--- src/rtl/wos_pkg.sv ---
// constants and types of the waveform output sequencer
//
// What this block does
// (RL1) Both converters are loaded together on one shared update strobe.
// (RL2) Every update loads one sample from the buffer into the converters and, except in buffer-local regeneration, removes it from the buffer.
// (RL3) Samples wait in a first-in first-out buffer between the host path and the converters.
// (RL4) In host-timed mode each host update command gives exactly one converter update.
// (RL5) In hardware-timed mode updates are paced by an internal divider or an external input.
// (RL6) In hardware-timed mode host blocks fill the buffer and play out one sample per update.
// (RL7) Finite generation plays a preset number of samples and then stops by itself.
// (RL8) Continuous generation runs with no sample limit until the host asks it to stop, or until underflow in non-regeneration.
// (RL9) Standard regeneration keeps playing while the host keeps refilling the buffer.
// (RL10) Buffer-local regeneration replays the loaded buffer and refuses new writes once started.
// (RL11) Non-regeneration never replays a sample and flags underflow when the buffer runs dry.
// (RL12) Generation has a start action and a pause action, each able to come from a trigger input.
// (RL13) Generation starts on the start trigger edge, or on a host command when no trigger is used.
// (RL14) In hardware-timed mode no updates happen while the pause input is in its active state.
// (RL15) With internal pacing the first update follows the start after a delay, two ticks by default.
// (RL16) Underflow stays flagged until cleared or reconfigured, and updates stop meanwhile.
package wos_pkg;

  localparam int          WOS_DEPTH      = 64;
  localparam int          WOS_AW         = 6;

  localparam logic [7:0]  WOS_CTRL_OFS   = 8'h00;
  localparam logic [7:0]  WOS_CMD_OFS    = 8'h04;
  localparam logic [7:0]  WOS_DIV_OFS    = 8'h08;
  localparam logic [7:0]  WOS_DLY_OFS    = 8'h0c;
  localparam logic [7:0]  WOS_CNT_OFS    = 8'h10;
  localparam logic [7:0]  WOS_DATA_OFS   = 8'h14;
  localparam logic [7:0]  WOS_STAT_OFS   = 8'h18;

  // control bit positions
  localparam int          WOS_C_HW       = 0;
  localparam int          WOS_C_CONT     = 1;
  localparam int          WOS_C_REGEN    = 2;
  localparam int          WOS_C_EXTPACE  = 4;
  localparam int          WOS_C_TRIG     = 5;
  localparam int          WOS_C_TRIGFALL = 6;
  localparam int          WOS_C_PAUSE    = 7;
  localparam int          WOS_C_PAUSELOW = 8;

  // command bit positions
  localparam int          WOS_K_START    = 0;
  localparam int          WOS_K_STOP     = 1;
  localparam int          WOS_K_SINGLE   = 2;
  localparam int          WOS_K_CLRERR   = 3;
  localparam int          WOS_K_FLUSH    = 4;

  // status bit positions
  localparam int          WOS_S_RUN      = 0;
  localparam int          WOS_S_ERR      = 1;
  localparam int          WOS_S_DONE     = 2;
  localparam int          WOS_S_EMPTY    = 3;
  localparam int          WOS_S_FULL     = 4;
  localparam int          WOS_S_REJ      = 5;
  localparam int          WOS_S_LEVEL    = 8;
  localparam int          WOS_S_REM      = 16;

  localparam logic [8:0]  WOS_CTRL_RST   = 9'h000;
  localparam logic [15:0] WOS_DIV_RST    = 16'h0064;
  localparam logic [15:0] WOS_DLY_RST    = 16'h0002;
  localparam logic [15:0] WOS_CNT_RST    = 16'h0001;

  typedef enum logic [1:0] {
    WOS_REGEN_STD   = 2'h0,
    WOS_REGEN_LOCAL = 2'h1,
    WOS_REGEN_NONE  = 2'h2
  } wos_regen_t;

  typedef enum logic [1:0] {
    WOS_IDLE  = 2'h0,
    WOS_ARMED = 2'h1,
    WOS_DELAY = 2'h3,
    WOS_RUN   = 2'h2
  } wos_state_t;

endpackage

--- src/rtl/wos_sequencer.sv ---
// waveform output sequencer: apb registers, sample buffer, pacing and triggers
module wos_sequencer
  import wos_pkg::*;
(
  input  wire logic        pclk,
  input  wire logic        presetn,
  input  wire logic        psel,
  input  wire logic        penable,
  input  wire logic        pwrite,
  input  wire logic [7:0]  paddr,
  input  wire logic [31:0] pwdata,
  output logic      [31:0] prdata,
  output logic             pready,
  output logic             pslverr,
  input  wire logic        generation_begin_input,
  input  wire logic        generation_hold_input,
  input  wire logic        ext_pace_input,
  output logic      [15:0] first_converter,
  output logic      [15:0] second_converter,
  output logic             output_update_strobe
);

  ////////////////////////////////////////////////////////////////////////////////
  // declarations
  logic [8:0]        ctrl_q;
  logic [15:0]       div_q;
  logic [15:0]       dly_q;
  logic [15:0]       cnt_q;
  logic              pready_q;
  logic              pslverr_q;
  logic [31:0]       prdata_q;
  logic [2:0]        sync1_q;
  logic [2:0]        sync2_q;
  logic [2:0]        sync3_q;
  wos_state_t        state_q;
  logic [15:0]       pace_q;
  logic [15:0]       rem_q;
  logic              err_q;
  logic              done_q;
  logic              rej_q;
  logic              single_q;
  logic [31:0]       mem [WOS_DEPTH];
  logic [WOS_AW-1:0] wr_ptr_q;
  logic [WOS_AW-1:0] rd_ptr_q;
  logic [WOS_AW-1:0] rep_q;
  logic [WOS_AW:0]   level_q;
  logic [15:0]       conv0_q;
  logic [15:0]       conv1_q;
  logic              strobe_q;

  logic              acc;
  logic              wr;
  logic              cmd_wr;
  logic              ctrl_wr;
  logic              data_wr;
  logic [31:0]       cmd;
  logic              hw;
  logic              cont;
  wos_regen_t        regen;
  logic              replay;
  logic              empty;
  logic              full;
  logic              push;
  logic              pause;
  logic              trig_edge;
  logic              ext_rise;
  logic              tick;
  logic              due;
  logic              pop;
  logic              uflow;
  logic              fin_end;
  logic [WOS_AW-1:0] rd_addr;

  ////////////////////////////////////////////////////////////////////////////////
  // apb slave, one wait state
  assign acc     = psel & penable & pready_q;
  assign wr      = acc & pwrite;
  assign cmd_wr  = wr & (paddr == WOS_CMD_OFS);
  assign ctrl_wr = wr & (paddr == WOS_CTRL_OFS);
  assign data_wr = wr & (paddr == WOS_DATA_OFS);
  assign cmd     = cmd_wr ? pwdata : 32'h0;

  always_ff @(posedge pclk or negedge presetn)
  begin
    if (!presetn)
    begin
      pready_q  <= 1'b0;
      pslverr_q <= 1'b0;
      prdata_q  <= 32'h0;
    end
    else
    begin
      pready_q  <= psel & penable & ~pready_q;
      pslverr_q <= 1'b0;
      if (psel & penable & ~pready_q)
      begin
        prdata_q <= 32'h0;
        case (paddr)
          WOS_CTRL_OFS: prdata_q <= {23'h0, ctrl_q};
          WOS_DIV_OFS:  prdata_q <= {16'h0, div_q};
          WOS_DLY_OFS:  prdata_q <= {16'h0, dly_q};
          WOS_CNT_OFS:  prdata_q <= {16'h0, cnt_q};
          WOS_STAT_OFS: prdata_q <= {rem_q, 1'b0, level_q, 2'h0, rej_q, full, empty,
                                     done_q, err_q, state_q != WOS_IDLE};
          WOS_CMD_OFS,
          WOS_DATA_OFS: prdata_q <= 32'h0;
          default:      pslverr_q <= 1'b1;
        endcase
      end
    end
  end

  always_ff @(posedge pclk or negedge presetn)
  begin
    if (!presetn)
    begin
      ctrl_q <= WOS_CTRL_RST;
      div_q  <= WOS_DIV_RST;
      dly_q  <= WOS_DLY_RST;
      cnt_q  <= WOS_CNT_RST;
    end
    else if (wr)
    begin
      case (paddr)
        WOS_CTRL_OFS: ctrl_q <= pwdata[8:0];
        WOS_DIV_OFS:  div_q  <= pwdata[15:0];
        WOS_DLY_OFS:  dly_q  <= pwdata[15:0];
        WOS_CNT_OFS:  cnt_q  <= pwdata[15:0];
        default:      ctrl_q <= ctrl_q;
      endcase
    end
  end

  assign hw     = ctrl_q[WOS_C_HW];
  assign cont   = ctrl_q[WOS_C_CONT];
  assign regen  = wos_regen_t'(ctrl_q[WOS_C_REGEN+:2]);
  assign replay = hw & cont & (regen == WOS_REGEN_LOCAL);

  ////////////////////////////////////////////////////////////////////////////////
  // pin synchronisers and trigger detection
  always_ff @(posedge pclk or negedge presetn)
  begin
    if (!presetn)
    begin
      sync1_q <= 3'h0;
      sync2_q <= 3'h0;
      sync3_q <= 3'h0;
    end
    else
    begin
      sync1_q <= {ext_pace_input, generation_hold_input, generation_begin_input};
      sync2_q <= sync1_q;
      sync3_q <= sync2_q;
    end
  end

  assign trig_edge = ctrl_q[WOS_C_TRIGFALL] ? (sync3_q[0] & ~sync2_q[0])   // RL12
                                            : (~sync3_q[0] & sync2_q[0]);
  assign pause     = ctrl_q[WOS_C_PAUSE] & (sync2_q[1] ^ ctrl_q[WOS_C_PAUSELOW]); // RL12
  assign ext_rise  = ~sync3_q[2] & sync2_q[2];

  ////////////////////////////////////////////////////////////////////////////////
  // pacing and sequencing
  assign tick = ~pause & (pace_q <= 16'h0001);                                   // RL14
  always_comb
  begin
    due = 1'b0;
    if (!hw)
      due = single_q;                                                            // RL4
    else if (state_q == WOS_RUN)
      due = ~pause & (ctrl_q[WOS_C_EXTPACE] ? ext_rise : tick);                  // RL5
    else if (state_q == WOS_DELAY)
      due = tick;                                                                // RL15
  end

  assign pop     = due & ~empty & ~err_q;                                        // RL2
  assign uflow   = due & hw & empty & (~cont | (regen == WOS_REGEN_NONE));       // RL11
  assign fin_end = pop & hw & ~cont & (rem_q <= 16'h0001);                       // RL7

  always_ff @(posedge pclk or negedge presetn)
  begin
    if (!presetn)
      single_q <= 1'b0;
    else
      single_q <= cmd[WOS_K_SINGLE] & ~hw;                                       // RL4
  end

  always_ff @(posedge pclk or negedge presetn)
  begin
    if (!presetn)
      state_q <= WOS_IDLE;
    else if (ctrl_wr | cmd[WOS_K_STOP] | uflow | err_q | fin_end)
      state_q <= WOS_IDLE;                                                       // RL8 RL16
    else
    begin
      case (state_q)
        WOS_IDLE:
          if (cmd[WOS_K_START] & hw)
            state_q <= WOS_ARMED;
        WOS_ARMED:
          if (!ctrl_q[WOS_C_TRIG] | trig_edge)                                   // RL13
            state_q <= ctrl_q[WOS_C_EXTPACE] ? WOS_RUN : WOS_DELAY;
        WOS_DELAY:
          if (due)
            state_q <= WOS_RUN;                                                  // RL15
        WOS_RUN:
          state_q <= WOS_RUN;                                                    // RL8
        default:
          state_q <= WOS_IDLE;
      endcase
    end
  end

  always_ff @(posedge pclk or negedge presetn)
  begin
    if (!presetn)
      pace_q <= WOS_DLY_RST;
    else if (state_q == WOS_ARMED)
      pace_q <= dly_q;                                                           // RL15
    else if ((state_q == WOS_DELAY) | (state_q == WOS_RUN))
    begin
      if (tick)
        pace_q <= div_q;                                                         // RL5
      else if (!pause)
        pace_q <= pace_q - 16'h0001;                                             // RL14
    end
  end

  always_ff @(posedge pclk or negedge presetn)
  begin
    if (!presetn)
      rem_q <= WOS_CNT_RST;
    else if (state_q == WOS_IDLE)
      rem_q <= cnt_q;
    else if (pop)
      rem_q <= rem_q - 16'h0001;                                                 // RL7
  end

  always_ff @(posedge pclk or negedge presetn)
  begin
    if (!presetn)
    begin
      err_q  <= 1'b0;
      done_q <= 1'b0;
      rej_q  <= 1'b0;
    end
    else
    begin
      err_q  <= uflow | (err_q & ~cmd[WOS_K_CLRERR] & ~ctrl_wr);                 // RL16
      done_q <= fin_end | (done_q & ~cmd[WOS_K_START] & ~ctrl_wr);
      rej_q  <= (data_wr & ~push) | (rej_q & ~cmd[WOS_K_CLRERR] & ~ctrl_wr);
    end
  end

  ////////////////////////////////////////////////////////////////////////////////
  // sample buffer
  assign empty   = (level_q == '0);
  assign full    = level_q[WOS_AW];
  assign push    = data_wr & ~full & ~(replay & (state_q != WOS_IDLE));          // RL10
  assign rd_addr = replay ? (rd_ptr_q + rep_q) : rd_ptr_q;

  always_ff @(posedge pclk)
  begin
    if (push)
      mem[wr_ptr_q] <= pwdata;                                                   // RL3 RL6
  end

  always_ff @(posedge pclk or negedge presetn)
  begin
    if (!presetn)
    begin
      wr_ptr_q <= '0;
      rd_ptr_q <= '0;
      rep_q    <= '0;
      level_q  <= '0;
    end
    else if (cmd[WOS_K_FLUSH] & (state_q == WOS_IDLE))
    begin
      wr_ptr_q <= '0;
      rd_ptr_q <= '0;
      rep_q    <= '0;
      level_q  <= '0;
    end
    else
    begin
      if (push)
        wr_ptr_q <= wr_ptr_q + 1'b1;
      if (pop & replay)                                                          // RL10
        rep_q <= ({1'b0, rep_q} + 1'b1 >= level_q) ? '0 : rep_q + 1'b1;
      else if (!replay)
        rep_q <= '0;
      if (pop & ~replay)
        rd_ptr_q <= rd_ptr_q + 1'b1;                                             // RL11
      level_q <= level_q + {{WOS_AW{1'b0}}, push} - {{WOS_AW{1'b0}}, pop & ~replay}; // RL9
    end
  end

  ////////////////////////////////////////////////////////////////////////////////
  // converter outputs
  always_ff @(posedge pclk or negedge presetn)
  begin
    if (!presetn)
    begin
      conv0_q  <= 16'h0;
      conv1_q  <= 16'h0;
      strobe_q <= 1'b0;
    end
    else
    begin
      strobe_q <= pop;                                                           // RL1
      if (pop)
      begin
        conv0_q <= mem[rd_addr][15:0];                                           // RL1 RL2
        conv1_q <= mem[rd_addr][31:16];
      end
    end
  end

  assign first_converter      = conv0_q;
  assign second_converter     = conv1_q;
  assign output_update_strobe = strobe_q;
  assign prdata               = prdata_q;
  assign pready               = pready_q;
  assign pslverr              = pslverr_q;
endmodule

--- config.mk ---
export PLATFORM = sky130hd
export DESIGN_NAME = wos_sequencer
export DESIGN_NICKNAME = d
export VERILOG_FILES = /design/src/rtl/wos_pkg.sv /design/src/rtl/wos_sequencer.sv
export SDC_FILE = /design/constraint.sdc
export NUM_CORES = 2
export LEC_CHECK = 0
export ABC_CLOCK_PERIOD_IN_PS = 4600
export BUFFER_PORTS_ARGS = -buffer_cell sky130_fd_sc_hd__buf_2
export CAP_MARGIN = 25
export CORE_MARGIN = 5
export CORE_UTILIZATION = 55
export DETAILED_ROUTE_END_ITERATION = 8
export PLACE_DENSITY = 0.8
export SKIP_LAST_GASP = 1
export SYNTH_ARGS = -nofsm -noshare
export SYNTH_HDL_FRONTEND = slang
export SYNTH_SLANG_ARGS = --single-unit
--- constraint.sdc ---
create_clock -name pclk -period 4.6 [get_ports pclk]
set_clock_uncertainty 0.15 [all_clocks]
set_input_delay 0.46 -clock pclk [delete_from_list [all_inputs] [get_ports pclk]]
set_output_delay 0.46 -clock pclk [all_outputs]
set_load 0.05 [all_outputs]
== After elaboration in Yosys (flattened, before gate mapping) ==
Memories as Yosys holds them, arrays and structs flattened. A register that Yosys moved wholly into a read port is not among the register bits.
Index checks and enable logic that the tools add are counted.
Word-level totals
  RAM bits: 2048
  output and inout bits: 67
  ROM bits: 0
  memories kept: 1
  latch bits: 0
  input port bits: 48
  word-level logic and storage cells: 166
  register bits: 164
Memory list
  mem: depth 64, bits a word 32, rd ports 1, clocked after memory_dff 1, wr ports 1, RTL line wos_sequencer.sv:42  | logic [31:0] mem [WOS_DEPTH];
Cells by class
  magnitude comparators: 3
  mux-type cells: 33
  divide/modulo/power cells: 0
  reductions and logical operators: 17
  shift-type cells: 0
  multipliers: 0
  bitwise operators: 65
  equality and inequality tests: 16
  add/sub/neg operators: 9
Operators with widths (count)
  one-hot mux 32 bit (5 select lines): 1
  two-way mux 16 bit: 6
  two-way mux 6 bit: 9
  bitwise AND 1 bit: 38
  less-or-equal comparator 16 x 1 -> 1 bit (second input constant): 2
  subtractor 16 x 1 -> 16 bit (second input constant): 2
  equality test 8 x 5 -> 1 bit (second input constant): 3
  adder 6 x 1 -> 6 bit (second input constant): 3
  equality test 8 x 4 -> 1 bit (second input constant): 2
  NOT 1 bit: 16
  two-way mux 1 bit: 10
  bitwise OR 1 bit: 10
  AND reduction 2 bit: 5
  nonzero test 2 bit: 5
  inequality test 3 bit (second input constant): 3
  equality test 8 x 3 -> 1 bit (second input constant): 1
  zero test 8 bit: 1
  two-way mux 2 bit: 4
  one-hot mux 2 bit (4 select lines): 1
  adder 6 x 1 -> 7 bit (second input constant): 1
  adder 7 x 1 -> 7 bit: 1
  greater-or-equal comparator 7 bit: 1
  zero test 7 bit: 1
  two-way mux 7 bit: 1
  other kinds (11): 16

== Longest topological paths before layout ==
  depth after elaboration: 16
  depth in mapped cells: 20

== Least setup slack after synthesis ==
OpenSTA, ideal clock, no wires.
  path kind: flip-flop to flip-flop
  from: register pready_q (netlist: pready)
  to: memory mem[63][0] (enable)
  setup time: 421 ps
  setup slack: 408 ps
  data arrival time: 3620 ps
  path buffers: 3
  stages on the path, launching flop included: 10
  cells stage by stage: dfrtp_1 and4_1 clkbuf_1 nand4b_1 or3_1 clkbuf_1 nor2_1 nand3_1 clkbuf_1 nor2_1
Between the ends
  cells in the longest elaborated chain, start to end: 7
RTL lines
  start, declared: RTL line wos_sequencer.sv:29  | logic pready_q;
  start signal, assigned: RTL line wos_sequencer.sv:93  | pready_q <= psel & penable & ~pready_q;
  bitwise AND 1 bit: RTL line wos_sequencer.sv:76  | assign acc = psel & penable & pready_q;
  bitwise AND 1 bit: RTL line wos_sequencer.sv:77  | assign wr = acc & pwrite;
  bitwise AND 1 bit: RTL line wos_sequencer.sv:80  | assign data_wr = wr & (paddr == WOS_DATA_OFS);
  bitwise AND 1 bit (2 in series): RTL line wos_sequencer.sv:259  | assign push = data_wr & ~full & ~(replay & (state_q != WOS_IDLE));
  two-way mux 1 bit: RTL line wos_sequencer.sv:264  | if (push)
  two-way mux 1 bit (implied by the code): RTL line wos_sequencer.sv:265  | mem[wr_ptr_q] <= pwdata;
  end, declared: RTL line wos_sequencer.sv:42
Every way passes these cells.

== Final worst setup path ==
  from: register rd_ptr_q[0]
  to: register conv0_q[7] (netlist: first_converter[7]), read port of mem
Between the ends
  cells in the longest elaborated chain, start to end: 2
RTL lines
  start, declared: RTL line wos_sequencer.sv:44  | logic [WOS_AW-1:0] rd_ptr_q;
  start signal, assigned: RTL line wos_sequencer.sv:293  | rd_ptr_q <= rd_ptr_q + 1'b1;
  adder 6 bit: RTL line wos_sequencer.sv:260  | assign rd_addr = replay ? (rd_ptr_q + rep_q) : rd_ptr_q;
  two-way mux 6 bit (*): RTL line wos_sequencer.sv:260
  end, declared: RTL line wos_sequencer.sv:47  | logic [15:0] conv0_q;
Mark *: on every way between the ends. The rest lies on a longest branch, timed or not.
A chain may end at the register's enable or synchronous reset.

==> flow_summary.ini <==
[routing]
viasPerCell = 6.713
drc_errors = 0
detail-route-antenna-nets = 0
wl_per_cell_um = 29.97
drtIter0Drc = 9486
wirelength_mm = 250.5
vias = 56090
dr.pass1.iters = 6

[sta]
setup_tns_ns = 0
slew_headroom_pct = 27.52
hold_slack_ns = 0.1004
maxSlewViolCount = 0
fin_crit_ns = 4.540
final_hold_viol_count = 0
fmax_mhz = 220.3
fin_crit_sh_pct = 98.69
worst_slew_pin_slew_ns = 1.081
setup_viol = 0
grt_setup_unrepaired = false
setup_slack_ns = 0.06045

[grt]
antenna_found_initial = 14
grt_max_degree = 121
grt_pass1_wl_mm = 365.8
grt_overflow = 0
grtUsageTotal_pct = 29.41
grt_pass1_vias = 55890

[clocking]
cts.htree.levels = 4
clkTransAtPathRegs_ns = 0.07
insertion_delay_ns = 0.86
cts_hold_buf = 16
numClockSinks = 2243
tritoncts = built
cts_resized = 0
cts_max_path_buffers = 3
postCtsSetupBuffers = 0
clockRootBuffer = clkbuf_16
cts_buffers = 205

[run]
drv_cap = 0

[synth]
yosysSeqAreaShare_pct = 75.06
avgSynthCellArea_um2 = 15.26
synthFlopType = edfxtp_1
syn-num-nets = 5875
synth_edf_count = 2048
yosysWarnings = 0
ys_ff_latch = 2243
async_reset_ff_share_pct = 8.694
yosys.cell_types.count = 66
synthCells = 5797
syn_area_um2 = 88440

[cells_and_area]
nets = 6094
nFillCells = 10570
final_cell_area_um2 = 100200
area_growth_pct = 13.34
final_layout_size_suffix_gt1_share_pct = 16.88

[worst_setup_path]
path_max_fanout = 11
critPathArrivalTime_ns = 5.14
worstSetupEndpointType = flip-flop
cp_data_required_time_ns = 5.20
cp-start-kind = flip-flop
crit_type = flip-flop to flip-flop

[floorplanning]
die_y_um = 411.0
dieArea_um2 = 168900
start_util_pct = 55.21
die_w_um = 411.0
ios = 115
core_area_um2 = 160200
rows = 147

[power_and_ir_drop]
p_leak_nw = 33.60
ir_worst_vdd_v = 0.0004125
powerDensity_nw_per_um2 = 394.2

[place]
place_ws_ns = 0.2774
placed_area_um2 = 93500
gp_congestion = 0.8573
dpl.hpwl_mm = 136.4
port_buffers = 114

[status]
status = complete, no violations

[min_path]
hp-class = primary input to flip-flop
## worst max-delay path, stage by stage (launching register included)
cell and delay [ns]:
dfrtp_1 0.48, ha_1 0.28, fa_1 0.42, nand3_1 0.11, a211oi_1 0.09, a211oi_2 0.38, buf_4 0.25, nand2b_2 0.55
buf_4 0.41, a221oi_1 0.10, nor4_1 0.74, buf_4 0.25, a22oi_1 0.08, nand3_1 0.15
## area by class of cell
| class | count | area, µm² | area share, % |
|---|---|---|---|
| diodes | 7 | 17.52 | 0.01747 |
| clock buffers | 260 | 5446 | 5.433 |
| clock inverters | 120 | 1025 | 1.022 |
| inverters | 35 | 131.4 | 0.1311 |
| multi-input cells | 3135 | 21020 | 20.97 |
| flip-flops and latches | 2243 | 66390 | 66.22 |
| well taps | 2160 | 2703 | 2.696 |
| repair buffers | 396 | 3518 | 3.510 |
## state kept, by name, summed over array words and instances, names as in the netlist, 16 cells and up
| signal | flops |
|---|---|
| cnt_q | 16 |
| pace_q | 16 |
| div_q | 16 |
| second_converter | 16 |
| dly_q | 16 |
| first_converter | 16 |
| rem_q | 16 |
| prdata | 32 |
| mem | 2048 |
## stage by stage
stage | power, mW | instances | util [%]
floorplan | 22.92 | 5797 | -
global placement | 23.38 | 7942 | 58.32
detailed placement | 23.42 | 7946 | 58.37
CTS | 39.55 | 8342 | 62.51
global route | 40.55 | 8350 | 62.57
finish | 39.52 | 8356 | 62.58
## report_power, final
part	leakage, nW	switching, mW	internal [mW]
combinational	9.43	0.583	0.167
clock	3.15	7.50	8.98
sequential	21.0	0.0313	22.3
## layout by cell type, fill, tap and decap left out, types with 127 or more instances in the layout
| master | instances |
|---|---|
| nand3_1 | 356 |
| a221oi_1 | 163 |
| buf_4 | 200 |
| nand2_1 | 1196 |
| edfxtp_1 | 2048 |
| mux4_2 | 219 |
| clkbuf_16 | 205 |
| a32oi_1 | 127 |
| dfrtp_1 | 188 |
| a21oi_1 | 492 |
## metal layers
layer | track usage [%] | vias up | share of wire [%]
li1 | - | 22740 | -
met5 | 0 | - | 0.0084
met3 | 8.009 | 923 | 14
met1 | 37.94 | 27590 | 33
met4 | 15.27 | 4 | 6.3
met2 | 46.29 | 4829 | 47
## path summary, 6_finish.rpt
kind | from | end | slack (ns) | cells past startpoint
setup / recovery | rd_ptr_q[0] | first_converter[7] | 0.06 | 13
hold / removal | paddr[0] | done_q | 0.10 | 7
setup reg to reg | rd_ptr_q[0] | first_converter[7] | 0.06 | 13
hold reg to reg | sync1_q[0] | sync2_q[0] | 0.20 | 0
max in group asynchronous | presetn | first_converter[7] | 2.99 | 3
min in group asynchronous | presetn | prdata[6] | 0.18 | 2
## cell usage after synthesis (7+ instances only)
cell type	number	area, µm²
o21ai_0	65	325.3
or3_1	14	87.58
o22ai_1	9	56.30
nand4_1	15	93.84
ha_1	28	350.3
nor4_1	40	250.2
a22o_1	14	122.6
a32oi_1	127	1112
mux2i_1	26	260.3
mux2_2	61	686.9
edfxtp_1	2048	61500
buf_1	60	225.2
a221oi_1	163	1428
buf_2	65	325.3
xnor2_1	21	183.9
nand3_1	357	1787
clkbuf_1	259	972.2
dfstp_2	7	183.9
xor2_1	20	175.2
a222oi_1	8	80.08
nand2b_1	9	56.30
nor3_1	14	70.07
nand2_1	1196	4489
a21oi_1	492	2462
a22oi_1	36	270.3
and3_1	8	50.05
mux4_2	219	4932
nor2_1	125	469.2
inv_1	34	127.6
dfrtp_1	188	4705
## kinds of logic (layout without fill, tap and decap cells)
| group | count (synthesis) | in the layout | synth area share (%) |
|---|---|---|---|
| buffers and inverters | 419 | 811 | 1.870 |
| XOR/XNOR | 41 | 41 | 0.4060 |
| other | 0 | 7 | 0 |
| AO/OA/AOI/OAI | 947 | 947 | 6.933 |
| multiplexers | 306 | 306 | 6.648 |
| AND/OR/NAND/NOR | 1811 | 1811 | 8.641 |
| flip-flops | 2243 | 2243 | 75.06 |
| adder cells (fa/ha/maj) | 30 | 30 | 0.4414 |
Power figures use the tool's default switching activity.
